===== config.mk =====
export PLATFORM = sky130hd
export DESIGN_NAME = rxagc_top
export DESIGN_NICKNAME = d
export VERILOG_FILES = /design/src/pkg/rxagc_pkg.sv /design/src/rtl/rxagc_top.sv /design/src/rtl/rxagc_peak.sv /design/src/rtl/rxagc_cut_timer.sv
export SDC_FILE = /design/constraint.sdc
export NUM_CORES = 1
export LEC_CHECK = 0
export BUFFER_PORTS_ARGS = -buffer_cell sky130_fd_sc_hd__buf_4
export CAP_MARGIN = 20
export CORE_ASPECT_RATIO = 0.75
export CORE_MARGIN = 1
export CORE_UTILIZATION = 60
export DETAILED_ROUTE_END_ITERATION = 12
export PLACE_DENSITY_LB_ADDON = 0.05
export SETUP_SLACK_MARGIN = 0.1
export SLEW_MARGIN = 20
export SYNTH_ARGS = -nofsm -noshare
export SYNTH_HDL_FRONTEND = slang
export SYNTH_SLANG_ARGS = --single-unit

===== constraint.sdc =====
create_clock -name mclk -period 12.8 [get_ports mclk]
set_clock_uncertainty 0.1 [all_clocks]
set_input_delay 1.28 -clock mclk [delete_from_list [all_inputs] [get_ports mclk]]
set_output_delay 1.28 -clock mclk [all_outputs]
set_load 0.05 [all_outputs]

===== src/pkg/rxagc_pkg.sv =====
// Function
// - Slow loop steers gain so peak input level tracks target, 0 to -24 dBFS.
// - Slow loop target level resets to -6.02 dBFS.
// - Slow loop correction scaled by gain factor, default 1/256, always below one.
// - Slow peak is dB of max(|I|,|Q|) over a programmed sample count.
// - Overdrive comparator trip lets quick cut loop override slow loop, lowering gain.
// - Each quick cut step is programmable 0 to 2.914 dB in 0.094 dB units; the 5-bit step field is not clamped and takes up to 31 units.
// - Quick cut lowers gain for count plus one cycles, count 1 to 16.
// - Fade recovery engages only while wideband and narrowband peaks are both below floors.
// - Wideband peak taken at converter output, narrowband after decimation filtering.
// - Wideband floor defaults -40 dBFS, narrowband floor -60 dBFS, both programmable.
// - Engaged fade recovery overrides slow loop and raises gain by programmed step.
// - Fade recovery peaks are measured over a programmed period, default 4 samples.
// - Slow: level, gain, hysteresis, integration; lower: level, step, rate; upper: step.
// - All loop timing counts cycles of the encode clock; only the quick cut does here, peak periods count sample strobes.
package rxagc_pkg;

  // ----------------------------------------
  // Widths and level scale
  // ----------------------------------------
  // Level unit is 6.02/64 dB, about 0.094 dB
  localparam int GAIN_W = 9;
  localparam int FRAC_W = 16;
  localparam int ACC_W  = GAIN_W + FRAC_W;
  localparam logic [GAIN_W-1:0] GAIN_INIT  = 9'h100;
  localparam logic [9:0]        ATTEN_ZERO = 10'h3FF;
  // Log code of a full-scale magnitude (2^15); loss counts down from here
  localparam logic [9:0]        LOG_FULL   = 10'h3C0;

  // ----------------------------------------
  // Register map
  // ----------------------------------------
  localparam logic [7:0] OFF_CTRL   = 8'h00;
  localparam logic [7:0] OFF_SLOW   = 8'h04;
  localparam logic [7:0] OFF_ATTACK = 8'h08;
  localparam logic [7:0] OFF_FLOOR  = 8'h0C;
  localparam logic [7:0] OFF_DECAY  = 8'h10;
  localparam logic [7:0] OFF_STATUS = 8'h14;

  localparam logic [31:0] CTRL_RST   = 32'h0000_0001;
  localparam logic [31:0] SLOW_RST   = 32'h1218_0840;
  localparam logic [31:0] ATTACK_RST = 32'h0000_0408;
  localparam logic [31:0] FLOOR_RST  = 32'h027E_01A9;
  localparam logic [31:0] DECAY_RST  = 32'h0000_0401;

  localparam int CTRL_EN_BIT = 0;
  localparam int TGT_LSB     = 0;
  localparam int SHIFT_LSB   = 8;
  localparam int SPER_LSB    = 16;
  localparam int HYST_LSB    = 24;
  localparam int INTEG_LSB   = 28;
  localparam int ASTEP_LSB   = 0;
  localparam int ACNT_LSB    = 8;
  localparam int WBF_LSB     = 0;
  localparam int NBF_LSB     = 16;
  localparam int DSTEP_LSB   = 0;
  localparam int DPER_LSB    = 8;
  localparam int ST_CUT_BIT  = 9;
  localparam int ST_FADE_BIT = 10;
  localparam int ST_PEAK_LSB = 12;

  // ----------------------------------------
  // Gain source selection
  // ----------------------------------------
  typedef enum logic [1:0] {
    MODE_SLOW   = 2'b00,
    MODE_ATTACK = 2'b01,
    MODE_DECAY  = 2'b10,
    MODE_HOLD   = 2'b11
  } rxagc_mode_t;

  // ----------------------------------------
  // Shared arithmetic
  // ----------------------------------------
  function automatic logic [15:0] rxagc_abs(input logic [15:0] v);
    return v[15] ? 16'(~v + 16'h0001) : v;
  endfunction

  // Piecewise-linear log2, six fraction bits, returned as loss below full scale
  function automatic logic [9:0] rxagc_atten(input logic [15:0] mag);
    logic [3:0]  pos;
    logic [15:0] norm;
    logic [9:0]  lg;
    pos = 4'h0;
    for (int b = 0; b < 16; b++) begin
      if (mag[b]) begin
        pos = 4'(b);
      end
    end
    norm = mag << (4'hF - pos);
    lg   = {pos, norm[14:9]};
    if (mag == 16'h0000) begin
      return ATTEN_ZERO;
    end
    // Only an exactly full-scale magnitude reaches the top code
    if (lg >= LOG_FULL) begin
      return 10'h000;
    end
    return LOG_FULL - lg;
  endfunction

  function automatic logic [ACC_W-1:0] rxagc_sat(input logic signed [ACC_W+1:0] v);
    if (v < 0) begin
      return '0;
    end
    if (v[ACC_W+1:ACC_W] != 2'b00) begin
      return '1;
    end
    return v[ACC_W-1:0];
  endfunction

endpackage


===== src/rtl/rxagc_top.sv =====
// The APB interface to the registers and the register offsets were chosen for this implementation.
`timescale 1ns/1ps
module rxagc_top import rxagc_pkg::*; (
  input  logic              mclk,                  // Encode clock
  input  logic              rst,                   // Async reset
  input  logic              psel,                  // APB select
  input  logic              penable,               // APB enable
  input  logic              pwrite,                // APB direction
  input  logic [7:0]        paddr,                 // APB byte address
  input  logic [31:0]       pwdata,                // APB write data
  output logic [31:0]       prdata,                // APB read data
  output logic              pready,                // APB ready
  output logic              pslverr,               // APB error
  input  logic              adc_valid,             // Converter sample strobe
  input  logic [11:0]       adc_i,                 // Converter I
  input  logic [11:0]       adc_q,                 // Converter Q
  input  logic              nb_valid,              // Decimated sample strobe
  input  logic [15:0]       nb_i,                  // Filtered I
  input  logic [15:0]       nb_q,                  // Filtered Q
  input  logic              overdrive,             // Analog overdrive comparator
  output logic [GAIN_W-1:0] stepped_front_gain,    // Front gain code
  output logic              quick_gain_cut_loop,   // Cut loop active
  output logic              fade_recovery_loop     // Recovery loop engaged
);

  // ----------------------------------------
  // Registers and fields
  // ----------------------------------------
  logic [31:0] ctrl_reg;
  logic [31:0] slow_reg;
  logic [31:0] attack_reg;
  logic [31:0] floor_reg;
  logic [31:0] decay_reg;
  logic        enable;
  logic [7:0]  target_level_setting;
  logic [3:0]  slow_loop_gain_factor;
  logic [7:0]  slow_peak_period;
  logic [3:0]  hysteresis_setting;
  logic [3:0]  integ_setting;
  logic [4:0]  attack_step_setting;
  logic [4:0]  attack_count_setting;
  logic [9:0]  wideband_floor_setting;
  logic [9:0]  narrowband_floor_setting;
  logic [4:0]  decay_step_setting;
  logic [7:0]  decay_peak_period;

  assign enable                   = ctrl_reg[CTRL_EN_BIT];
  assign target_level_setting     = slow_reg[TGT_LSB +: 8];
  assign slow_loop_gain_factor    = slow_reg[SHIFT_LSB +: 4];
  assign slow_peak_period         = slow_reg[SPER_LSB +: 8];
  assign hysteresis_setting       = slow_reg[HYST_LSB +: 4];
  assign integ_setting            = slow_reg[INTEG_LSB +: 4];
  assign attack_step_setting      = attack_reg[ASTEP_LSB +: 5];
  assign attack_count_setting     = attack_reg[ACNT_LSB +: 5];
  assign wideband_floor_setting   = floor_reg[WBF_LSB +: 10];
  assign narrowband_floor_setting = floor_reg[NBF_LSB +: 10];
  assign decay_step_setting       = decay_reg[DSTEP_LSB +: 5];
  assign decay_peak_period        = decay_reg[DPER_LSB +: 8];

  // ----------------------------------------
  // APB slave
  // ----------------------------------------
  // Zero wait states: the access phase always completes in one cycle
  logic        apb_setup;
  logic        apb_write;
  logic        mapped;
  logic [31:0] status_word;
  logic [ACC_W-1:0] acc_reg;
  logic [9:0]  slow_latest_reg;
  logic        cut_busy;
  logic        fade_reg;

  assign apb_setup = psel & ~penable;
  assign apb_write = psel & penable & pready & pwrite;
  assign mapped    = (paddr == OFF_CTRL) || (paddr == OFF_SLOW) || (paddr == OFF_ATTACK) ||
                     (paddr == OFF_FLOOR) || (paddr == OFF_DECAY) || (paddr == OFF_STATUS);
  assign status_word = {10'h000, slow_latest_reg, 1'b0, fade_reg, cut_busy,
                        acc_reg[ACC_W-1 -: GAIN_W]};

  always_ff @(posedge mclk or posedge rst) begin
    if (rst) begin
      pready  <= 1'b0;
      pslverr <= 1'b0;
    end else begin
      pready  <= apb_setup;
      pslverr <= apb_setup & ~mapped;
    end
  end

  always_ff @(posedge mclk or posedge rst) begin
    if (rst) begin
      prdata <= 32'h0000_0000;
    end else if (apb_setup && !pwrite) begin
      case (paddr)
        OFF_CTRL:   prdata <= ctrl_reg;
        OFF_SLOW:   prdata <= slow_reg;
        OFF_ATTACK: prdata <= attack_reg;
        OFF_FLOOR:  prdata <= floor_reg;
        OFF_DECAY:  prdata <= decay_reg;
        OFF_STATUS: prdata <= status_word;
        default:    prdata <= 32'h0000_0000;
      endcase
    end
  end

  always_ff @(posedge mclk or posedge rst) begin
    if (rst) begin
      ctrl_reg   <= CTRL_RST;
      slow_reg   <= SLOW_RST;
      attack_reg <= ATTACK_RST;
      floor_reg  <= FLOOR_RST;
      decay_reg  <= DECAY_RST;
    end else if (apb_write) begin
      case (paddr)
        OFF_CTRL:   ctrl_reg   <= pwdata;
        OFF_SLOW:   slow_reg   <= pwdata;
        OFF_ATTACK: attack_reg <= pwdata;
        OFF_FLOOR:  floor_reg  <= pwdata;
        OFF_DECAY:  decay_reg  <= pwdata;
        default:    ctrl_reg   <= ctrl_reg;
      endcase
    end
  end

  // ----------------------------------------
  // Peak detectors
  // ----------------------------------------
  logic       slow_done;
  logic [9:0] slow_atten;
  logic       wb_done;
  logic [9:0] wb_atten;
  logic       nb_done;
  logic [9:0] nb_atten;
  logic [9:0] wb_latest_reg;
  logic [9:0] wb_eff;

  rxagc_peak u_slow_peak (
    .mclk   (mclk),
    .rst    (rst),
    .valid  (adc_valid),
    .in_i   ({adc_i, 4'h0}),
    .in_q   ({adc_q, 4'h0}),
    .period (slow_peak_period),
    .done   (slow_done),
    .atten  (slow_atten)
  );

  // Wideband sees the raw converter output, blockers included
  rxagc_peak u_wide_peak (
    .mclk   (mclk),
    .rst    (rst),
    .valid  (adc_valid),
    .in_i   ({adc_i, 4'h0}),
    .in_q   ({adc_q, 4'h0}),
    .period (decay_peak_period),
    .done   (wb_done),
    .atten  (wb_atten)
  );

  rxagc_peak u_narrow_peak (
    .mclk   (mclk),
    .rst    (rst),
    .valid  (nb_valid),
    .in_i   (nb_i),
    .in_q   (nb_q),
    .period (decay_peak_period),
    .done   (nb_done),
    .atten  (nb_atten)
  );

  assign wb_eff = wb_done ? wb_atten : wb_latest_reg;

  always_ff @(posedge mclk or posedge rst) begin
    if (rst) begin
      wb_latest_reg   <= ATTEN_ZERO;
      slow_latest_reg <= ATTEN_ZERO;
    end else begin
      if (wb_done) begin
        wb_latest_reg <= wb_atten;
      end
      if (slow_done) begin
        slow_latest_reg <= slow_atten;
      end
    end
  end

  // ----------------------------------------
  // Quick gain cut loop
  // ----------------------------------------
  logic       overdrive_q;
  logic       cut_start;
  logic [4:0] cut_count_eff;
  logic [4:0] cut_load;

  assign cut_start     = enable & overdrive & ~overdrive_q;
  assign cut_count_eff = (attack_count_setting == 5'h00) ? 5'h01 :
                         (attack_count_setting > 5'h10) ? 5'h10 : attack_count_setting;
  assign cut_load      = 5'(cut_count_eff + 5'h01);

  always_ff @(posedge mclk or posedge rst) begin
    if (rst) begin
      overdrive_q <= 1'b0;
    end else begin
      overdrive_q <= overdrive;
    end
  end

  rxagc_cut_timer u_cut_timer (
    .mclk  (mclk),
    .rst   (rst),
    .start (cut_start),
    .load  (cut_load),
    .busy  (cut_busy)
  );

  // ----------------------------------------
  // Fade recovery loop
  // ----------------------------------------
  // Decision refreshed once per narrowband peak; wideband uses its latest result
  always_ff @(posedge mclk or posedge rst) begin
    if (rst) begin
      fade_reg <= 1'b0;
    end else if (nb_done) begin
      fade_reg <= enable && (wb_eff > wideband_floor_setting) &&
                  (nb_atten > narrowband_floor_setting);
    end
  end

  // ----------------------------------------
  // Slow loop
  // ----------------------------------------
  logic [3:0]             integ_cnt_reg;
  logic [3:0]             integ_eff;
  logic [3:0]             shift_eff;
  logic                   slow_apply;
  logic signed [10:0]     slow_err;
  logic [10:0]            err_mag;
  logic                   err_big;
  logic signed [ACC_W+1:0] slow_delta;

  assign integ_eff  = (integ_setting == 4'h0) ? 4'h1 : integ_setting;
  // A factor of one or more would make the loop ring, so shift never drops to zero
  assign shift_eff  = (slow_loop_gain_factor == 4'h0) ? 4'h1 : slow_loop_gain_factor;
  assign slow_apply = slow_done && (integ_cnt_reg >= 4'(integ_eff - 4'h1));
  assign slow_err   = $signed({1'b0, slow_atten}) - $signed({3'b000, target_level_setting});
  assign err_mag    = slow_err[10] ? 11'(-slow_err) : slow_err;
  assign err_big    = err_mag > {7'h00, hysteresis_setting};
  assign slow_delta = ($signed((ACC_W+2)'(slow_err)) <<< FRAC_W) >>> shift_eff;

  always_ff @(posedge mclk or posedge rst) begin
    if (rst) begin
      integ_cnt_reg <= 4'h0;
    end else if (slow_done) begin
      integ_cnt_reg <= slow_apply ? 4'h0 : 4'(integ_cnt_reg + 4'h1);
    end
  end

  // ----------------------------------------
  // Gain arbitration and accumulator
  // ----------------------------------------
  rxagc_mode_t             mode;
  logic [ACC_W-1:0]        acc_next;
  logic signed [ACC_W+1:0] acc_wide;
  logic signed [ACC_W+1:0] cut_amt;
  logic signed [ACC_W+1:0] raise_amt;

  assign acc_wide  = $signed({2'b00, acc_reg});
  assign cut_amt   = $signed((ACC_W+2)'({attack_step_setting, 16'h0000}));
  assign raise_amt = $signed((ACC_W+2)'({decay_step_setting, 16'h0000}));

  always_comb begin
    if (!enable) begin
      mode = MODE_HOLD;
    end else if (cut_busy) begin
      mode = MODE_ATTACK;
    end else if (fade_reg) begin
      mode = nb_done ? MODE_DECAY : MODE_HOLD;
    end else if (slow_apply && err_big) begin
      mode = MODE_SLOW;
    end else begin
      mode = MODE_HOLD;
    end
  end

  always_comb begin
    case (mode)
      MODE_ATTACK: acc_next = rxagc_sat(acc_wide - cut_amt);
      MODE_DECAY:  acc_next = rxagc_sat(acc_wide + raise_amt);
      MODE_SLOW:   acc_next = rxagc_sat(acc_wide + slow_delta);
      default:     acc_next = acc_reg;
    endcase
  end

  // Only the quick cut counts encode clock cycles; slow and fade steps follow peaks timed in sample strobes
  always_ff @(posedge mclk or posedge rst) begin
    if (rst) begin
      acc_reg <= {GAIN_INIT, 16'h0000};
    end else begin
      acc_reg <= acc_next;
    end
  end

  assign stepped_front_gain  = acc_reg[ACC_W-1 -: GAIN_W];
  assign quick_gain_cut_loop = cut_busy;
  assign fade_recovery_loop  = fade_reg;
endmodule


===== src/rtl/rxagc_peak.sv =====
`timescale 1ns/1ps
module rxagc_peak import rxagc_pkg::*; (
  input  logic        mclk,   // Encode clock
  input  logic        rst,    // Async reset
  input  logic        valid,  // Sample strobe
  input  logic [15:0] in_i,   // In-phase sample
  input  logic [15:0] in_q,   // Quadrature sample
  input  logic [7:0]  period, // Samples per peak
  output logic        done,   // Peak ready pulse
  output logic [9:0]  atten   // Peak loss below full scale
);

  logic [15:0] mag;
  logic [15:0] peak_reg;
  logic [15:0] peak_next;
  logic [7:0]  cnt_reg;
  logic [7:0]  per_eff;
  logic        last;

  assign mag       = (rxagc_abs(in_i) > rxagc_abs(in_q)) ? rxagc_abs(in_i) : rxagc_abs(in_q);
  assign peak_next = (mag > peak_reg) ? mag : peak_reg;
  assign per_eff   = (period == 8'h00) ? 8'h01 : period;
  assign last      = cnt_reg >= 8'(per_eff - 8'h01);

  always_ff @(posedge mclk or posedge rst) begin
    if (rst) begin
      cnt_reg  <= 8'h00;
      peak_reg <= 16'h0000;
      done     <= 1'b0;
      atten    <= ATTEN_ZERO;
    end else begin
      done <= 1'b0;
      if (valid) begin
        if (last) begin
          cnt_reg  <= 8'h00;
          peak_reg <= 16'h0000;
          done     <= 1'b1;
          atten    <= rxagc_atten(peak_next);
        end else begin
          cnt_reg  <= 8'(cnt_reg + 8'h01);
          peak_reg <= peak_next;
        end
      end
    end
  end
endmodule


===== src/rtl/rxagc_cut_timer.sv =====
`timescale 1ns/1ps
module rxagc_cut_timer (
  input  logic       mclk,  // Encode clock
  input  logic       rst,   // Async reset
  input  logic       start, // Threshold crossing
  input  logic [4:0] load,  // Cycles to cut
  output logic       busy   // Cut in progress
);

  logic [4:0] cnt_reg;

  // Retrigger restarts the run; start is only the overdrive rising edge, so a sustained overdrive gives a single run
  always_ff @(posedge mclk or posedge rst) begin
    if (rst) begin
      cnt_reg <= 5'h00;
      busy    <= 1'b0;
    end else if (start) begin
      cnt_reg <= load;
      busy    <= 1'b1;
    end else if (busy) begin
      cnt_reg <= 5'(cnt_reg - 5'h01);
      busy    <= cnt_reg != 5'h01;
    end
  end
endmodule


-- Word level (Yosys, flattened, before mapping)
Cells that the tools add are included.
- input bits: 104
- memories: 0
- register bits after elaboration: 356
- latch bits: 0
- memory bits (read-only): 0
- memory bits (writable): 0
- word-level logic and storage cells: 283
- output and inout port bits: 45
- div/mod/pow operators: 0
- mux-type cells: 152
- reduce and logical (&&, ||, !) cells: 34
- multiply operators: 0
- shifts and indexed selects: 4
- bitwise logic cells: 14
- magnitude comparators: 19
- equal/unequal tests: 8
- add/subtract/negate cells: 24
- operator list (kind ; number):
    $mux 25 ; 12
    $mux 16 ; 12
    $pmux 32 s6 ; 1
    $mux 4 ; 33
    $mux 10 ; 13
    $gt 16x16->1 ; 5
    $pmux 25 s3 ; 1
    $add 16x1->16 const B ; 4
    $not 16->16 ; 4
    $lt 26x1->1 const B ; 2
    $logic_not 16->1 ; 3
    $mux 1 ; 48
    $shl 16x4->15 ; 3
    $mux 8 ; 5
    $mux 3 ; 12
    $ge 10x10->1 const B ; 3
    $sub 10x10->10 const A ; 3
    $add 26x27->27 ; 1
    $lt 27x1->1 const B ; 1
    $sshr 27x4->27 ; 1
    $add 25x21->26 ; 1
    $sub 25x21->26 ; 1
    $add 8x1->8 const B ; 3
    $ge 8x8->1 ; 3
    other kinds (33) ; 80

-- Longest topological paths before layout
- depth after elaboration: 33
- mapped depth: 36
- mapped depth without buffers: 31

-- Cells and area by module
From an unflattened synthesis, not the netlist that was laid out.
- cell total of the unflattened synthesis: 3536
- area total of the unflattened synthesis: 30745.7 um^2
- by module, submodules not included (module ; times used ; seq. area each (um^2) ; area an instance (um^2) ; cells an instance):
    rxagc_top ; 1 ; 6160.9 ; 14646.5 ; 1411
    rxagc_peak at u_wide_peak ; 1 ; 888.4 ; 5371.4 ; 713
    rxagc_peak at u_narrow_peak ; 1 ; 888.4 ; 5240.0 ; 685
    rxagc_peak at u_slow_peak ; 1 ; 888.4 ; 5158.7 ; 695
    rxagc_cut_timer ; 1 ; 150.1 ; 329.1 ; 32

-- Worst setup path after synthesis
Ideal clock, no wire load.
- kind: input to register
- from: input port nb_i[2]
- to: register u_narrow_peak.atten[8]
- setup time: 78 ps
- cell stages on the path: 31
- path buffers: 6
- arrival: 8820 ps
- data required time: 12622 ps
- path slack: 3801 ps
- cell sequence: clkbuf_1 -> or4_1 -> buf_2 -> or4_1 -> a221oi_2 -> inv_1 -> ha_1 -> nand3_1 -> nor4_1 -> a21bo_2 -> a31oi_2 -> clkbuf_1 -> mux2i_1 -> ha_1 -> and3_1 -> nand3_1 -> a211oi_1 -> o311ai_0 -> nand2_1 -> clkbuf_1 -> buf_1 -> clkbuf_1 -> o21ai_0 -> mux2i_1 -> o221ai_1 -> a221oi_2 -> ha_1 -> inv_1 -> o41ai_1 -> mux2i_1 -> nor2_1
- word-level cells in the longest chain between the ends: 33
- elaborated cells between the ends (all ways): 39
- classes of those cells: 3 x add/sub; 3 x order compare; 1 x shift; 30 x mux; 1 x bitwise; 1 x reduce/logical
- RTL lines (what ; RTL line ; source):
    from (decl) ; rxagc_top.sv:18 ; input logic [15:0] nb_i,
    $not 16->16 ; rxagc_pkg.sv:76 ; return v[15] ? 16'(~v + 16'h0001) : v;
    $add 16x1->16 ; rxagc_pkg.sv:76 ;
    $mux 16 * ; rxagc_pkg.sv:76 ;
    $gt 16x16->1 ; rxagc_peak.sv:20 ; assign mag = (rxagc_abs(in_i) > rxagc_abs(in_q)) ? rxagc_abs(in_i) : rxagc_abs(in_q);
    $mux 16 * ; rxagc_peak.sv:20 ;
    $gt 16x16->1 ; rxagc_peak.sv:21 ; assign peak_next = (mag > peak_reg) ? mag : peak_reg;
    $mux 16 * ; rxagc_peak.sv:21 ;
    $mux 1 ; rxagc_pkg.sv:86 ; if (mag[b]) begin
    (+16 left out) ; -- ;
    $sub 4x4->4 ; rxagc_pkg.sv:90 ; norm = mag << (4'hF - pos);
    $shl 16x4->15 ; rxagc_pkg.sv:90 ;
    $ge 10x10->1 ; rxagc_pkg.sv:96 ; if (lg >= LOG_FULL) begin
    $mux 1 (2 in a row) ; rxagc_pkg.sv:96 ;
    $mux 1 ; rxagc_peak.sv:34 ; if (last) begin
    $mux 1 ; rxagc_peak.sv:33 ; if (valid) begin
    $mux 10 ; rxagc_pkg.sv:99 ; return LOG_FULL - lg;
    $mux 10 * ; rxagc_pkg.sv:96 ;
    to (signal assigned) ; rxagc_peak.sv:38 ; atten <= rxagc_atten(peak_next);
    to (decl) ; rxagc_peak.sv:10 ; output logic [9:0] atten
Mark *: on every way between the ends. The rest lies on a longest branch, timed or not. The select of a mux whose other input is x is not followed.
A chain may end at the register's enable or synchronous reset.

-- Final worst setup path
- from: input port nb_i[4]
- to: register u_narrow_peak.atten[8]
The elaborated chain is that of the path after synthesis.

==> results.tsv <==
metric	value	unit
status	finished clean	
wl_per_cell	23.2	um
power_per_cell_area	190	nW/um2
fin_ws	2.48	ns
synth_cells	3147	
fin_tns_setup	0	ns
drtPass1Iterations	6	
numClockSinks	355	
synth_area_leader_cell	dfrtp_1	
numPortBuffers	148	
hold_start	prdata[16]	
synthDistinctLibCells	104	
hp-class	register to register	
area_growth	9.67	%
row_count	67	
rrSetupSlack	5.42	ns
post-cts-setup-buffers	0	
grt_max_degree	148	
crit_path_end_kind	register	
ctsHoldBuffers	0	
insertion_delay	0.57	ns
async_reset_ff_frac	1.00	
setup_viol	0	
rr_startpoint	u_slow_peak.atten[0]	
critPathMaxStageDelay	0.85	ns
synth_top_cell_area_share	0.254	
die_h	188	um
grt_setup_unrepaired	no	
seqPwrFrac	0.250	
finalNetCount	3482	
crit_type	input port to register	
timing.fmax	0.0969	GHz
critPathSlowestCell	mux2i_1	
swShare	0.456	
p_switching	2.63	mW
vias	25416	
ioPinCount	149	
post-route-min-period	10.32	ns
remaining_drc_errors	0	
hold_slack	0.385	ns
p_int	3.14	mW
irDropWorstVdd	136	uV
ys_seq_area_frac	0.325	
total_leakage_power	13.8	nW
yosysWarningCount	0	
die-area	47000	um2
via_per_inst	6.67	
final_common_cell	nand2_1	
hold_violations	0	
drt_iter0_markers	2990	
p_comb_frac	0.553	
r2r_end	acc_reg[12]	
antenna_left	0	
synth_fp_nets	3435	
path_clk_slew	0.06	ns
synth_seq_cells	355	
dp_slack	2.04	ns
drv_slew	0	
syn_avg_cell_area	8.79	um2
netlist_area	27700	um2
numCtsBuffers	38	
worst_r2r_path_depth	28	
htreeDepth	2	
holdPathEnd	prdata[16]	
synth_edf_count	0	
multi_input_area	17300	um2
worstSetupStartpointType	input port	
crit_arrival	10.69	ns
grt_overflow	0	
fill_cells	3593	
final_cell_mix	319 x nand2_1, 281 x dfrtp_1, 253 x o21ai_0	
dp_hpwl	66700	um
ys_top_cells_by_area	dfrtp_1 25%, ha_1 8.1%, mux2_2 7.3%	
drt-total-wl	88300	um
tightest_slew	1.18	ns
die_w	250	um
routabilityCongestion	1.06	
synthFlopType	dfrtp_1	
antenna_found_initial	5	
clock_power_share	0.196	
critPathRequiredTime	13.18	ns
tritoncts	built	
grt_util_all_layers	0.372	
slew_headroom	0.208	
grt_pass1_wl	138000	um
cap_violations	0	
initial_core_util	0.613	
grt_pass1_vias	24444	
clock_path_buffers	3	
path_max_fanout	30	
period_share	0.806	
drive_gt1_frac	0.178	
cts_root_buffer	clkbuf_16	
core	45100	um2
ff_latch_area	8980	um2
cts_resized	0	
whs_path_depth	2	
## layer usage
metal / track usage / wire length (um) / vias up
met2: 0.528 / 36500 / 1239
li1: - / - / 11598
met5: 0 / 23 / -
met4: 0.0966 / 1950 / 4
met1: 0.550 / 40000 / 12412
met3: 0.108 / 9900 / 163
## synth_stat cells, drive strengths merged (33+ instances only)
cell type	instances
nand2	321
dfrtp	281
o21ai	267
inv	193
nor2	188
mux2	185
ha	180
a21oi	166
mux2i	145
clkbuf	114
nand3	82
dfstp	74
xnor2	62
nor3	60
o22ai	54
buf	53
a21o	47
nand2b	44
xor2	44
nand4	36
nor2b	35
o211ai	34
o21a	33
o31ai	33
## cells by family (layout without fill, tap and decap cells)
logic type                 count (synthesis)  count (layout)  synth area share
DFF                                      355             355             0.325
xor gates and xnor gates                 106             106            0.0336
adders and majority gates                184             184            0.0843
and+or+nand+nor                          923             923             0.162
AOI/OAI and AO/OA                        886             886             0.214
muxes                                    332             332             0.130
buffers and inverters                    361             437            0.0521
other                                      0               1                 0
## worst max path at each step
stage	slack [ns]	start	end
6_report	2.48	nb_i[4]	u_narrow_peak.atten[8]
5_1_grt	1.79	nb_i[4]	u_narrow_peak.atten[8]
4_1_cts	2.59	nb_i[4]	u_narrow_peak.atten[8]
3_5_place_dp	2.04	nb_i[4]	u_narrow_peak.atten[8]
3_3_place_gp	1.95	nb_i[4]	u_narrow_peak.atten[8]
2_1_floorplan	1.69	rst	acc_reg[10]
## worst max-delay path: cells and delay by family
kind / cells / cell delay (ns)
buffers and inverters: 5 / 1.02
AO/OA/AOI/OAI: 11 / 3.38
multiplexers: 3 / 1.49
adder cells (fa/ha/maj): 3 / 0.78
AND/OR/NAND/NOR: 8 / 2.68
## stage by stage
stage	util	instances	total power [mW]	cell area [um2]
2_1_floorplan	-	3147	3.74	27700
3_3_place_gp	0.643	3739	4.45	29000
3_5_place_dp	0.643	3739	4.52	29000
4_1_cts	0.671	3808	5.67	30300
5_1_grt	0.672	3810	6.09	30300
6_report	0.672	3810	5.76	30300
## area by class of cell
type,count,area share
multi-input combinational,2431,0.570
sequential,355,0.296
timing repair buffer,174,0.0437
clock buffer,54,0.0360
inverter,194,0.0244
tap,586,0.0242
clock inverter,15,0.00569
antenna,1,0.0000825
## power by group through the flow
stage                     Combinational (mW)  Clock [mW]  Sequential, mW
after floorplan                         2.35           0            1.40
after global placement                  3.01           0            1.45
after detailed placement                3.07           0            1.45
after CTS                               3.09        1.14            1.43
after global routing                    3.45        1.19            1.45
final                                   3.19        1.13            1.44
No activity file was read; power rests on OpenSTA's default activity.
